<file path="config.mk">
export PLATFORM = sky130hd
export DESIGN_NAME = pps_sequencer
export DESIGN_NICKNAME = d
export VERILOG_FILES = /design/src/verilog/pps_pkg.sv /design/src/verilog/pps_sequencer.sv
export SDC_FILE = /design/constraint.sdc
export NUM_CORES = 1
export LEC_CHECK = 0
export BUFFER_PORTS_ARGS = -buffer_cell sky130_fd_sc_hd__buf_2
export CORE_MARGIN = 3
export CORE_UTILIZATION = 50
export DETAILED_ROUTE_END_ITERATION = 6
export GPL_TIMING_DRIVEN = 0
export PLACE_DENSITY_LB_ADDON = 0.08
export SYNTH_ARGS = -nofsm -noshare
export SYNTH_HDL_FRONTEND = slang
export SYNTH_SLANG_ARGS = --single-unit
</file>
<file path="constraint.sdc">
create_clock -name clk_sys_i -period 2.1 [get_ports clk_sys_i]
set_clock_uncertainty 0.15 [all_clocks]
set_input_delay 0.315 -clock clk_sys_i [delete_from_list [all_inputs] [get_ports clk_sys_i]]
set_output_delay 0.315 -clock clk_sys_i [all_outputs]
set_load 0.05 [all_outputs]
</file>
<file path="src/verilog/pps_pkg.sv">
// Constants, types and field layouts shared by the power sequencer.
package pps_pkg;
    localparam int unsigned CLK_HZ = 50_000_000;
    localparam int unsigned RESET_TIME_MS = 65;
    localparam int unsigned RESET_CYCLES = RESET_TIME_MS * (CLK_HZ / 1000);
    localparam int CNT_W = 22;
    localparam logic [7:0] CTRL_ADDR = 8'h00;
    localparam logic [7:0] STATUS_ADDR = 8'h04;
    localparam int CTRL_FORCE_BAT_BIT = 0;
    localparam logic [31:0] CTRL_RESET = 32'h0000_0000;
    localparam int NUM_SYNC = 5;
    localparam int SYNC_KEY_N = 0;
    localparam int SYNC_HOLD = 1;
    localparam int SYNC_TEST = 2;
    localparam int SYNC_BUCK_PG = 3;
    localparam int SYNC_LDO1_PG = 4;

    typedef enum logic [2:0] {
        PPS_OFF,
        PPS_BUCK_RAMP,
        PPS_LDO1_RAMP,
        PPS_RST_WAIT,
        PPS_ON
    } pps_state_t;

    typedef enum logic [1:0] {
        PPS_CHG_IDLE,
        PPS_CHG_PRECOND,
        PPS_CHG_FAST
    } pps_chg_mode_t;

    typedef struct packed {
        logic psel;
        logic penable;
        logic pwrite;
        logic [7:0] paddr;
        logic [31:0] pwdata;
    } pps_apb_req_t;

    typedef struct packed {
        logic pready;
        logic pslverr;
        logic [31:0] prdata;
    } pps_apb_rsp_t;

    typedef struct packed {
        logic buck_en;
        logic ldo1_en;
        logic [3:0] ldo_out_en;
        logic reset_n;
        logic key_event_n;
        logic [1:0] discharge;
        logic chg_path;
        logic bat_path;
        logic charge_allow;
        logic charger_sleep;
        pps_chg_mode_t charge_mode;
    } pps_power_out_t;
endpackage

</file>
<file path="src/verilog/pps_sequencer.sv">
// Power-up, power-down, supply path and charger gating sequencer with APB registers.
`timescale 1ns/1ns
module pps_sequencer #(
    parameter int unsigned RESET_CYCLES = pps_pkg::RESET_CYCLES
) (
    input wire logic clk_sys_i,
    input wire logic rst_b_i,
    input wire logic en_key_n_i,
    input wire logic en_hold_i,
    input wire logic en_test_i,
    input wire logic charger_input_ok_i,
    input wire logic buck_pg_i,
    input wire logic ldo1_pg_i,
    input wire logic [3:0] ldo_enable_pin_i,
    input wire logic use_battery_path_i,
    input wire logic charger_enable_n_i,
    input wire logic battery_present_i,
    input wire logic battery_below_min_i,
    input wire pps_pkg::pps_apb_req_t apb_req_i,
    output pps_pkg::pps_apb_rsp_t apb_rsp_o,
    output pps_pkg::pps_power_out_t power_o
);
    import pps_pkg::*;

    typedef struct packed {
        logic [NUM_SYNC-1:0] sync1;
        logic [NUM_SYNC-1:0] sync2;
        pps_state_t state;
        logic [CNT_W-1:0] count;
        logic key_released;
        logic key_prev_down;
        logic force_bat;
        pps_apb_rsp_t rsp;
        pps_power_out_t pwr;
    } pps_regs_t;

    pps_regs_t r;
    pps_regs_t next_r;

    logic [NUM_SYNC-1:0] raw_in;
    logic key_down;
    logic hold_on;
    logic test_on;
    logic buck_good;
    logic ldo1_good;
    logic trigger;
    logic keep_on;
    logic core_on;
    logic bat_sel;

    function automatic logic [31:0] pps_read(input logic [7:0] addr, input pps_regs_t s);
        logic [31:0] d;
        d = 32'h0000_0000;
        if (addr == CTRL_ADDR)
        begin
            d[CTRL_FORCE_BAT_BIT] = s.force_bat;
        end
        else if (addr == STATUS_ADDR)
        begin
            d[2:0] = s.state;
            d[3] = s.pwr.reset_n;
            d[4] = s.pwr.key_event_n;
            d[5] = s.pwr.chg_path;
            d[6] = s.pwr.bat_path;
            d[7] = s.pwr.charge_allow;
            d[9:8] = s.pwr.charge_mode;
            d[13:10] = s.pwr.ldo_out_en;
        end
        return d;
    endfunction

    function automatic logic pps_mapped(input logic [7:0] addr);
        return (addr == CTRL_ADDR) || (addr == STATUS_ADDR);
    endfunction

    assign raw_in = {ldo1_pg_i, buck_pg_i, en_test_i, en_hold_i, ~en_key_n_i};

    always_comb
    begin
        next_r = r;
        // Key, hold, test and power-good inputs are double-registered; the charger and battery inputs are used directly.
        next_r.sync1 = raw_in;
        next_r.sync2 = r.sync1;
        key_down = r.sync2[SYNC_KEY_N];
        hold_on = r.sync2[SYNC_HOLD];
        test_on = r.sync2[SYNC_TEST];
        buck_good = r.sync2[SYNC_BUCK_PG];
        ldo1_good = r.sync2[SYNC_LDO1_PG];

        trigger = key_down || charger_input_ok_i || test_on;
        // A valid charger or test pin keeps the core alive; otherwise key OR hold.
        // Charger presence vetoes every power-down request.
        // Key released without hold, test pin or charger drops keep_on and shuts down.
        keep_on = key_down || hold_on || test_on || charger_input_ok_i;

        case (r.state)
            PPS_OFF:
            begin
                if (trigger)
                begin
                    next_r.state = PPS_BUCK_RAMP;
                end
            end
            PPS_BUCK_RAMP:
            begin
                if (buck_good)
                begin
                    next_r.state = PPS_LDO1_RAMP;
                end
            end
            PPS_LDO1_RAMP:
            begin
                if (ldo1_good)
                begin
                    next_r.state = PPS_RST_WAIT;
                    next_r.count = '0;
                end
            end
            PPS_RST_WAIT:
            begin
                if (r.count == CNT_W'(RESET_CYCLES - 1))
                begin
                    next_r.state = PPS_ON;
                end
                else
                begin
                    next_r.count = r.count + CNT_W'(1);
                end
            end
            PPS_ON:
            begin
                next_r.state = PPS_ON;
            end
            default:
            begin
                next_r.state = PPS_OFF;
            end
        endcase
        if (r.state != PPS_OFF && !keep_on)
        begin
            next_r.state = PPS_OFF;
        end

        // The first press counts only once it has been let go; the next press is the event.
        next_r.key_prev_down = key_down;
        if (next_r.state == PPS_OFF)
        begin
            next_r.key_released = 1'b0;
        end
        else if (!key_down)
        begin
            next_r.key_released = 1'b1;
        end
        if (r.state != PPS_OFF && r.key_released && key_down && !r.key_prev_down)
        begin
            next_r.pwr.key_event_n = 1'b0;
        end
        else if (!key_down || next_r.state == PPS_OFF)
        begin
            next_r.pwr.key_event_n = 1'b1;
        end

        core_on = next_r.state != PPS_OFF;
        next_r.pwr.buck_en = core_on;
        next_r.pwr.ldo1_en = core_on && next_r.state != PPS_BUCK_RAMP;
        // Auxiliary LDOs share the core enable so they drop in the same edge.
        next_r.pwr.ldo_out_en = core_on ? ldo_enable_pin_i : 4'h0;
        next_r.pwr.reset_n = next_r.state == PPS_ON;
        next_r.pwr.discharge = core_on ? 2'h0 : 2'h3;

        bat_sel = use_battery_path_i || r.force_bat;
        next_r.pwr.chg_path = charger_input_ok_i && !bat_sel && core_on;
        next_r.pwr.bat_path = core_on && (bat_sel || !charger_input_ok_i);
        next_r.pwr.charge_allow = charger_input_ok_i && !charger_enable_n_i;
        next_r.pwr.charger_sleep = !charger_input_ok_i;
        // Mode is chosen from the battery state on the same edge that charging is let start.
        if (next_r.pwr.charge_allow && battery_present_i)
        begin
            next_r.pwr.charge_mode = battery_below_min_i ? PPS_CHG_PRECOND : PPS_CHG_FAST;
        end
        else
        begin
            next_r.pwr.charge_mode = PPS_CHG_IDLE;
        end

        // APB slave: one wait state, ready and data come from flip-flops.
        next_r.rsp.pready = 1'b0;
        next_r.rsp.pslverr = 1'b0;
        if (apb_req_i.psel && apb_req_i.penable && !r.rsp.pready)
        begin
            next_r.rsp.pready = 1'b1;
            next_r.rsp.pslverr = !pps_mapped(apb_req_i.paddr);
            next_r.rsp.prdata = apb_req_i.pwrite ? 32'h0000_0000 : pps_read(apb_req_i.paddr, r);
        end
        // The write lands on the edge where the master sees pready high.
        if (apb_req_i.psel && apb_req_i.penable && r.rsp.pready && apb_req_i.pwrite)
        begin
            if (apb_req_i.paddr == CTRL_ADDR)
            begin
                next_r.force_bat = apb_req_i.pwdata[CTRL_FORCE_BAT_BIT];
            end
        end
    end

    always_ff @(posedge clk_sys_i or negedge rst_b_i)
    begin
        if (!rst_b_i)
        begin
            r <= '{
                sync1: '0,
                sync2: '0,
                state: PPS_OFF,
                count: '0,
                key_released: 1'b0,
                key_prev_down: 1'b0,
                force_bat: CTRL_RESET[CTRL_FORCE_BAT_BIT],
                rsp: '0,
                pwr: '{
                    buck_en: 1'b0,
                    ldo1_en: 1'b0,
                    ldo_out_en: 4'h0,
                    reset_n: 1'b0,
                    key_event_n: 1'b1,
                    discharge: 2'h3,
                    chg_path: 1'b0,
                    bat_path: 1'b0,
                    charge_allow: 1'b0,
                    charger_sleep: 1'b1,
                    charge_mode: PPS_CHG_IDLE
                }
            };
        end
        else
        begin
            r <= next_r;
        end
    end

    assign apb_rsp_o = r.rsp;
    assign power_o = r.pwr;
endmodule
</file>
After elaboration in Yosys (flattened, before gate mapping)
Index checks and enable logic that the tools add are counted.
Widths: inputs -> output; s select.
- bits in registers: 88
- bits in latches: 0
- RAM bits: 0
- ROM bits: 0
- input bits: 59
- word-level logic and storage cells: 95
- memories kept: 0
- add/subtract/negate cells: 1
- multiply operators: 0
- div/mod/pow operators: 0
- magnitude comparators: 0
- equality and inequality tests: 11
- shifts and indexed selects: 0
- muxes and demuxes: 21
- bitwise operators: 1
- reductions and logical operators: 40
- operator list (operator ; count):
    $pmux 22 s2 ; 1
    $mux 34 ; 1
    $mux 14 ; 2
    $mux 25 ; 1
    $add 22x1->22 const B ; 1
    $eq 22x22->1 const B ; 1
    $mux 22 ; 1
    $pmux 3 s5 ; 1
    $logic_and 1x1->1 ; 14
    $mux 13 ; 1
    $mux 3 ; 4
    $logic_or 1x1->1 ; 9
    $eq 8x3->1 const B ; 1
    $logic_not 1->1 ; 8
    $logic_not 8->1 ; 1
    $eq 3x2->1 const B ; 2
    $eq 3x3->1 const B ; 2
    $logic_not 3->1 ; 2
    $mux 2 ; 3
    $reduce_bool 3->1 ; 2
    $mux 1 ; 5
    $mux 4 ; 1
    $ne 2x2->1 const B ; 2
    $reduce_bool 2->1 ; 2
    6 further kinds ; 6

Depth between registers and ports, before layout
Gate-level depths: netlist (run 1).
- depth after elaboration: 10
- gate-level depth with buffers: 7
- depth with buffers taken out: 6

Worst setup path before layout (run 1)
No wires, ideal clock.
- kind: register -> register
- start point: register r[75] (netlist bit)
- end point: register r, in the netlist power_o[10]
- library setup time: 119 ps
- data arrival time: 1653 ps
- required time: 1831 ps
- slack: 178 ps
- stages on the path, launching flop included: 6
- path through: dfrtp_1 or4_1 a31o_1 a211oi_2 o22ai_2 and2_1
- RTL lines (item ; line ; text):
    from (decl) ; pps_sequencer.sv:37 ; pps_regs_t r;
    from (signal assigned) ; pps_sequencer.sv:209 ; r <= '{
    from (signal assigned) ; pps_sequencer.sv:235 ; r <= next_r;

==> reports/metrics.cfg, run 1 <==
[grt]
grt_pass1_wl_um=10740
grt_start_max_net_pins=70
grt_pass1_vias=2263
grt_overflow=0
antenna_found_initial=0
grt_use_total_pct=18.15

[detailed_routing]
drc=0
ant_nets=0
dr.pass1.iters=4
num_vias=2482
wl_um=6701
viasPerCell=5.118
drt_iter0_drc=85
post_drt_wl_per_cell_um=13.82

[floorplanning]
die_h_um=87.28
rows=28
die_w_um=87.28
die_area_sq_mm=0.007618
core_area_sq_mm=0.006166
ioPinCount=109
start_util_pct=53.57

[sta]
fmax_mhz=484.0
setup_ws_ps=33.83
finalSetupViolCount=0
min_period_ps=2066
grt_setup_unrepaired=true
period_share_pct=98.39
hold_viol=0
holdWs_ps=41.43
worst_pin_slew_ps=822.3
finalMaxSlewViolations=0
max_slew_margin_pct=45.18

[logic_synthesis]
synth_edf_count=0
async_flop_share_pct=100.0
synth_area_sq_mm=0.003303
seq_area_frac_synth_pct=52.39
synth.yosys.warnings=0
synth_area_per_cell_sq_um=10.94
yosys.area.top_type=dfrtp_1
synth_cell_type_count=54
postSynthCellCount=302
synth-main-ff-cell=dfrtp_1
synth_seq_cells=69
synth.top_cell.area_share_pct=50.00
synthTopCellsByArea=dfrtp_1, buf_4, a22o_1, nor2_1, dfstp_2

[final_layout]
final_util_pct=68.47
final_layout_size_suffix_gt1_share_pct=41.95
layout_commonest_cell=dfrtp_1
final_cell_mix=dfrtp_1, buf_2, buf_4
area_delta_synth_final_pct=27.80
fill_cells=500
fin_nets=465
num_antenna_cells=0

[worst_hold_path]
worst_hold_path_type=in -> reg

[placed_design]
io_buffers=59
pre_cts_ws_ps=-144.6
hpwl_um=4503
gp_congestion=0.7959

[clock_network]
h-tree-depth=3
cts-root-buf=clkbuf_8
cts_made_buffers=9
cts.path.max_buffers=2
cts_tree=yes
clk-insertion-delay-late_ps=330
path_clk_slew_ps=80
cts.sink_count=69

[critical_path]
cp-start-kind=flop
critical_path.endpoint_type=flop
max_stage_delay_ps=520
cp_cell_sequence=or4_1, a31o_1, a211oi_4, o22ai_4, and2_4
crit_required_ps=2180
crit_path_top_delay_cell=or4_1
crit_type=reg -> reg
worstPathArrival_ps=2150
crit_fanout=7

[job]
drv_cap=0

[power_and_ir_drop]
power_leakage_nw=2.133
ir_worst_vdd_uv=562.9
p_per_area_mw_per_mm2=745.0

[outcome]
status=complete, no violations

## where the power goes
part	switching, mW	total [mW]	internal [mW]
logic	0.312	0.510	0.198
registers	0.101	1.52	1.42
clock network	0.501	1.11	0.613
total	0.914	3.14	2.23
## synthesized netlist by cell type (2+ instances only)
master,number
and4b_1,2
xor2_1,8
buf_4,50
a22o_1,13
o211ai_1,4
or4_1,4
xnor2_1,3
or3_1,4
and2_1,7
nand3_1,15
o31ai_1,2
nor4_1,3
clkbuf_1,4
dfstp_2,3
and4bb_2,2
dfrtp_1,66
nand2_1,8
nor2_1,24
nor4b_2,2
o21ai_0,8
nand4_1,6
a21oi_1,9
nor3_1,5
and3_1,6
and3_2,2
and4_1,4
buf_2,2
a21boi_0,2
inv_1,9
## sequential cells by signal (all words and copies together) (netlist names)
name       flops
r             29
apb_rsp_o     16
power_o       15
next_r         5
buck_good      1
hold_on        1
key_down       1
ldo1_good      1
## per-stage QoR
step / total power, mW / cell area (sq um) / setup TNS [ps] / instances
after CTS: 3.140 / 4143 / 0 / 484
final: 3.145 / 4222 / 0 / 485
after detailed placement: 1.987 / 3759 / -1837 / 453
after global placement: 1.978 / 3756 / -1180 / 453
after floorplan: 1.859 / 3367 / 0 / 319
after global routing: 3.302 / 4222 / -111.9 / 485
## critical path: cells and delay by family (launching register included)
kind,cells,cell delay [ps]
AO/OA/AOI/OAI,3,660
flip-flops,1,430
AND/OR/NAND/NOR,2,720
## cell families (layout without fill, tap and decap cells)
family | count (synthesis) | count (layout) | synth area share, %
other | 1 | 18 | 0.1135
and+or+nand+nor | 101 | 101 | 18.52
muxes | 2 | 2 | 0.6439
AOI/OAI and AO/OA | 50 | 50 | 11.25
DFF | 69 | 69 | 52.39
buffers and inverters | 66 | 157 | 13.48
xor gates and xnor gates | 11 | 11 | 2.917
adders and majority gates | 2 | 2 | 0.6818
## path summary, 6_finish.rpt
kind | from | endpoint | slack [ps] | cells after the start
setup / recovery | r[75] | power_o[12] | 30 | 5
hold / removal | ldo_enable_pin_i[0] | power_o[10] | 40 | 2
setup reg to reg | r[75] | power_o[12] | 30 | 5
hold reg to reg | next_r[82] | ldo1_good | 200 | 0
max in group asynchronous | rst_b_i | key_down | 740 | 2
min in group asynchronous | rst_b_i | r[65] | 460 | 2
## repair_timing
action | in CTS | in global routing
gates resized for setup | 6 | 24
hold buffers | 9 | 0
pin swaps | 3 | 6
hold endpoints to repair | 74 | 0
setup endpoints to repair | 18 | 37
buffers inserted | 6 | 2
## cell type report
cell class,count,area [sq um],area share (%)
flip-flops and latches,69,1735,41.11
multi-input cells,184,1287,30.50
repair buffers,76,451.7,10.70
plain buffers,56,409.1,9.692
clock buffers,11,151.4,3.586
well taps,75,93.84,2.223
clock inverters,5,58.81,1.393
inverters,9,33.78,0.8002
## per-layer routing
metal / vias up / track usage (%) / share of wire [%]
met5: - / 0 / 0
met4: 0 / 7.252 / 1.6
met3: 12 / 3.784 / 6.8
met2: 87 / 25.89 / 44
met1: 1169 / 26.93 / 47
li1: 1214 / - / -
Power figures use the tool's default switching activity.
==> run 2: changes to the inputs <==
- MAX_ROUTING_LAYER: not set -> met4
==> reports/metrics.cfg, run 2 (same netlist as run 1, synthesis figures left out) <==
[sta]
min_period_ps=2062
finalMaxSlewViolations=0
max_slew_margin_pct=44.74
finalSetupViolCount=0
grt_setup_unrepaired=true
worst_pin_slew_ps=828.9
period_share_pct=98.19
fmax_mhz=485.0
hold_viol=0

[power_and_ir_drop]
power_leakage_nw=2.133
finalPower_mw=3.140
ir_worst_vdd_uv=558.4
p_per_area_mw_per_mm2=743.7

[floorplanning]
die_area_sq_mm=0.007618
die_h_um=87.28
ioPinCount=109
core_area_sq_mm=0.006166
rows=28
start_util_pct=53.57
die_w_um=87.28

[critical_path]
crit_type=reg -> reg
crit_required_ps=2180
worstPathArrival_ps=2150
crit_fanout=7
cp_cell_sequence=or4_1, a31o_1, a211oi_4, o22ai_4, and2_4
max_stage_delay_ps=520
critical_path.endpoint_type=flop
cp-start-kind=flop
crit_path_top_delay_cell=or4_1

[clock_network]
clk-insertion-delay-late_ps=330
cts.sink_count=69
cts_made_buffers=9
cts-root-buf=clkbuf_8
path_clk_slew_ps=80
cts_tree=yes
cts.path.max_buffers=2
h-tree-depth=3

[grt]
grt_overflow=0
antenna_found_initial=0
grt_start_max_net_pins=70
grt_use_total_pct=18.69
grt_pass1_vias=2262
grt_pass1_wl_um=10730

[detailed_routing]
drt_iter0_drc=121
post_drt_wl_per_cell_um=13.86
drc=0
ant_nets=0
dr.pass1.iters=4
num_vias=2478
wl_um=6722
viasPerCell=5.109

[job]
drv_cap=0

[final_layout]
largest_reg_flops=29
final_cell_mix=dfrtp_1, buf_2, buf_4
fin_area_sq_mm=0.004222
num_antenna_cells=0
final_util_pct=68.47
multi_input_area_sq_mm=0.001287
fin_nets=465
final_layout_size_suffix_gt1_share_pct=41.95
fill_cells=500
final_cells=485
area_delta_synth_final_pct=27.80
register_area_sq_mm=0.001735
regMostFlops=r
layout_commonest_cell=dfrtp_1

[placed_design]
gp_congestion=0.8072
hpwl_um=4503
dp_cells=453
io_buffers=59
place_area_sq_mm=0.003759

[outcome]
status=complete, no violations

[worst_hold_path]
worst_hold_path_type=in -> reg

==> run 2: cell counts in the layout (fill, tap and decap cells not counted) <==
No cell type changed its count.
==> run 2: cell type report <==
class / count / share of cell area (%)
clock inverter: 5 / 1.393
buffer: 56 / 9.692
inverter: 9 / 0.8002
multi-input combinational: 184 / 30.50
clock buffer: 11 / 3.586
timing repair buffer: 76 / 10.70
sequential: 69 / 41.11
tap: 75 / 2.223
==> run 2: final timing paths <==
check	from	endpoint	slack, ps	cells past startpoint
worst max-delay path	r[75]	power_o[12]	40	5
worst max register to register	r[75]	power_o[12]	40	5
max in group asynchronous	rst_b_i	r[57]	730	2
worst min-delay path	ldo_enable_pin_i[0]	power_o[10]	40	2
min in group asynchronous	rst_b_i	r[62]	480	2
worst min register to register	next_r[82]	ldo1_good	200	0
==> run 2: metrics by stage <==
stage          TNS [ps]  hold WS (ps)  worst slack, ps
2_1_floorplan         0        -130.6            178.1
3_3_place_gp      -1180         182.0           -92.62
3_5_place_dp      -1837         184.7           -144.6
4_1_cts               0         20.02            4.854
5_1_grt          -111.9         31.61           -54.23
6_report              0         38.80            38.04
==> run 2: timing repair <==
item,in CTS,in global routing
setup endpoints to repair,18,37
pin swaps,3,6
hold endpoints to repair,74,0
setup buffers,6,2
gates resized for setup,6,24
hold buffers,9,0
==> run 2: worst max-delay path: cells and delay by family, from the launching register on <==
kind,cells,cell delay (ps)
AND/OR/NAND/NOR,2,720
AO/OA/AOI/OAI,3,650
flip-flops,1,430
==> run 2: report_power, final <==
group          switching [mW]  total [mW]  internal [mW]
clock                   0.495        1.11          0.613
sequential              0.101        1.52           1.42
combinational           0.312       0.510          0.198
total                   0.909        3.14           2.23
==> run 2: metal layers <==
metal	wire (um)	track usage, %
met5	0	-
met1	3198	27.06
met3	461	3.784
met2	2942	25.75
met4	120	7.252
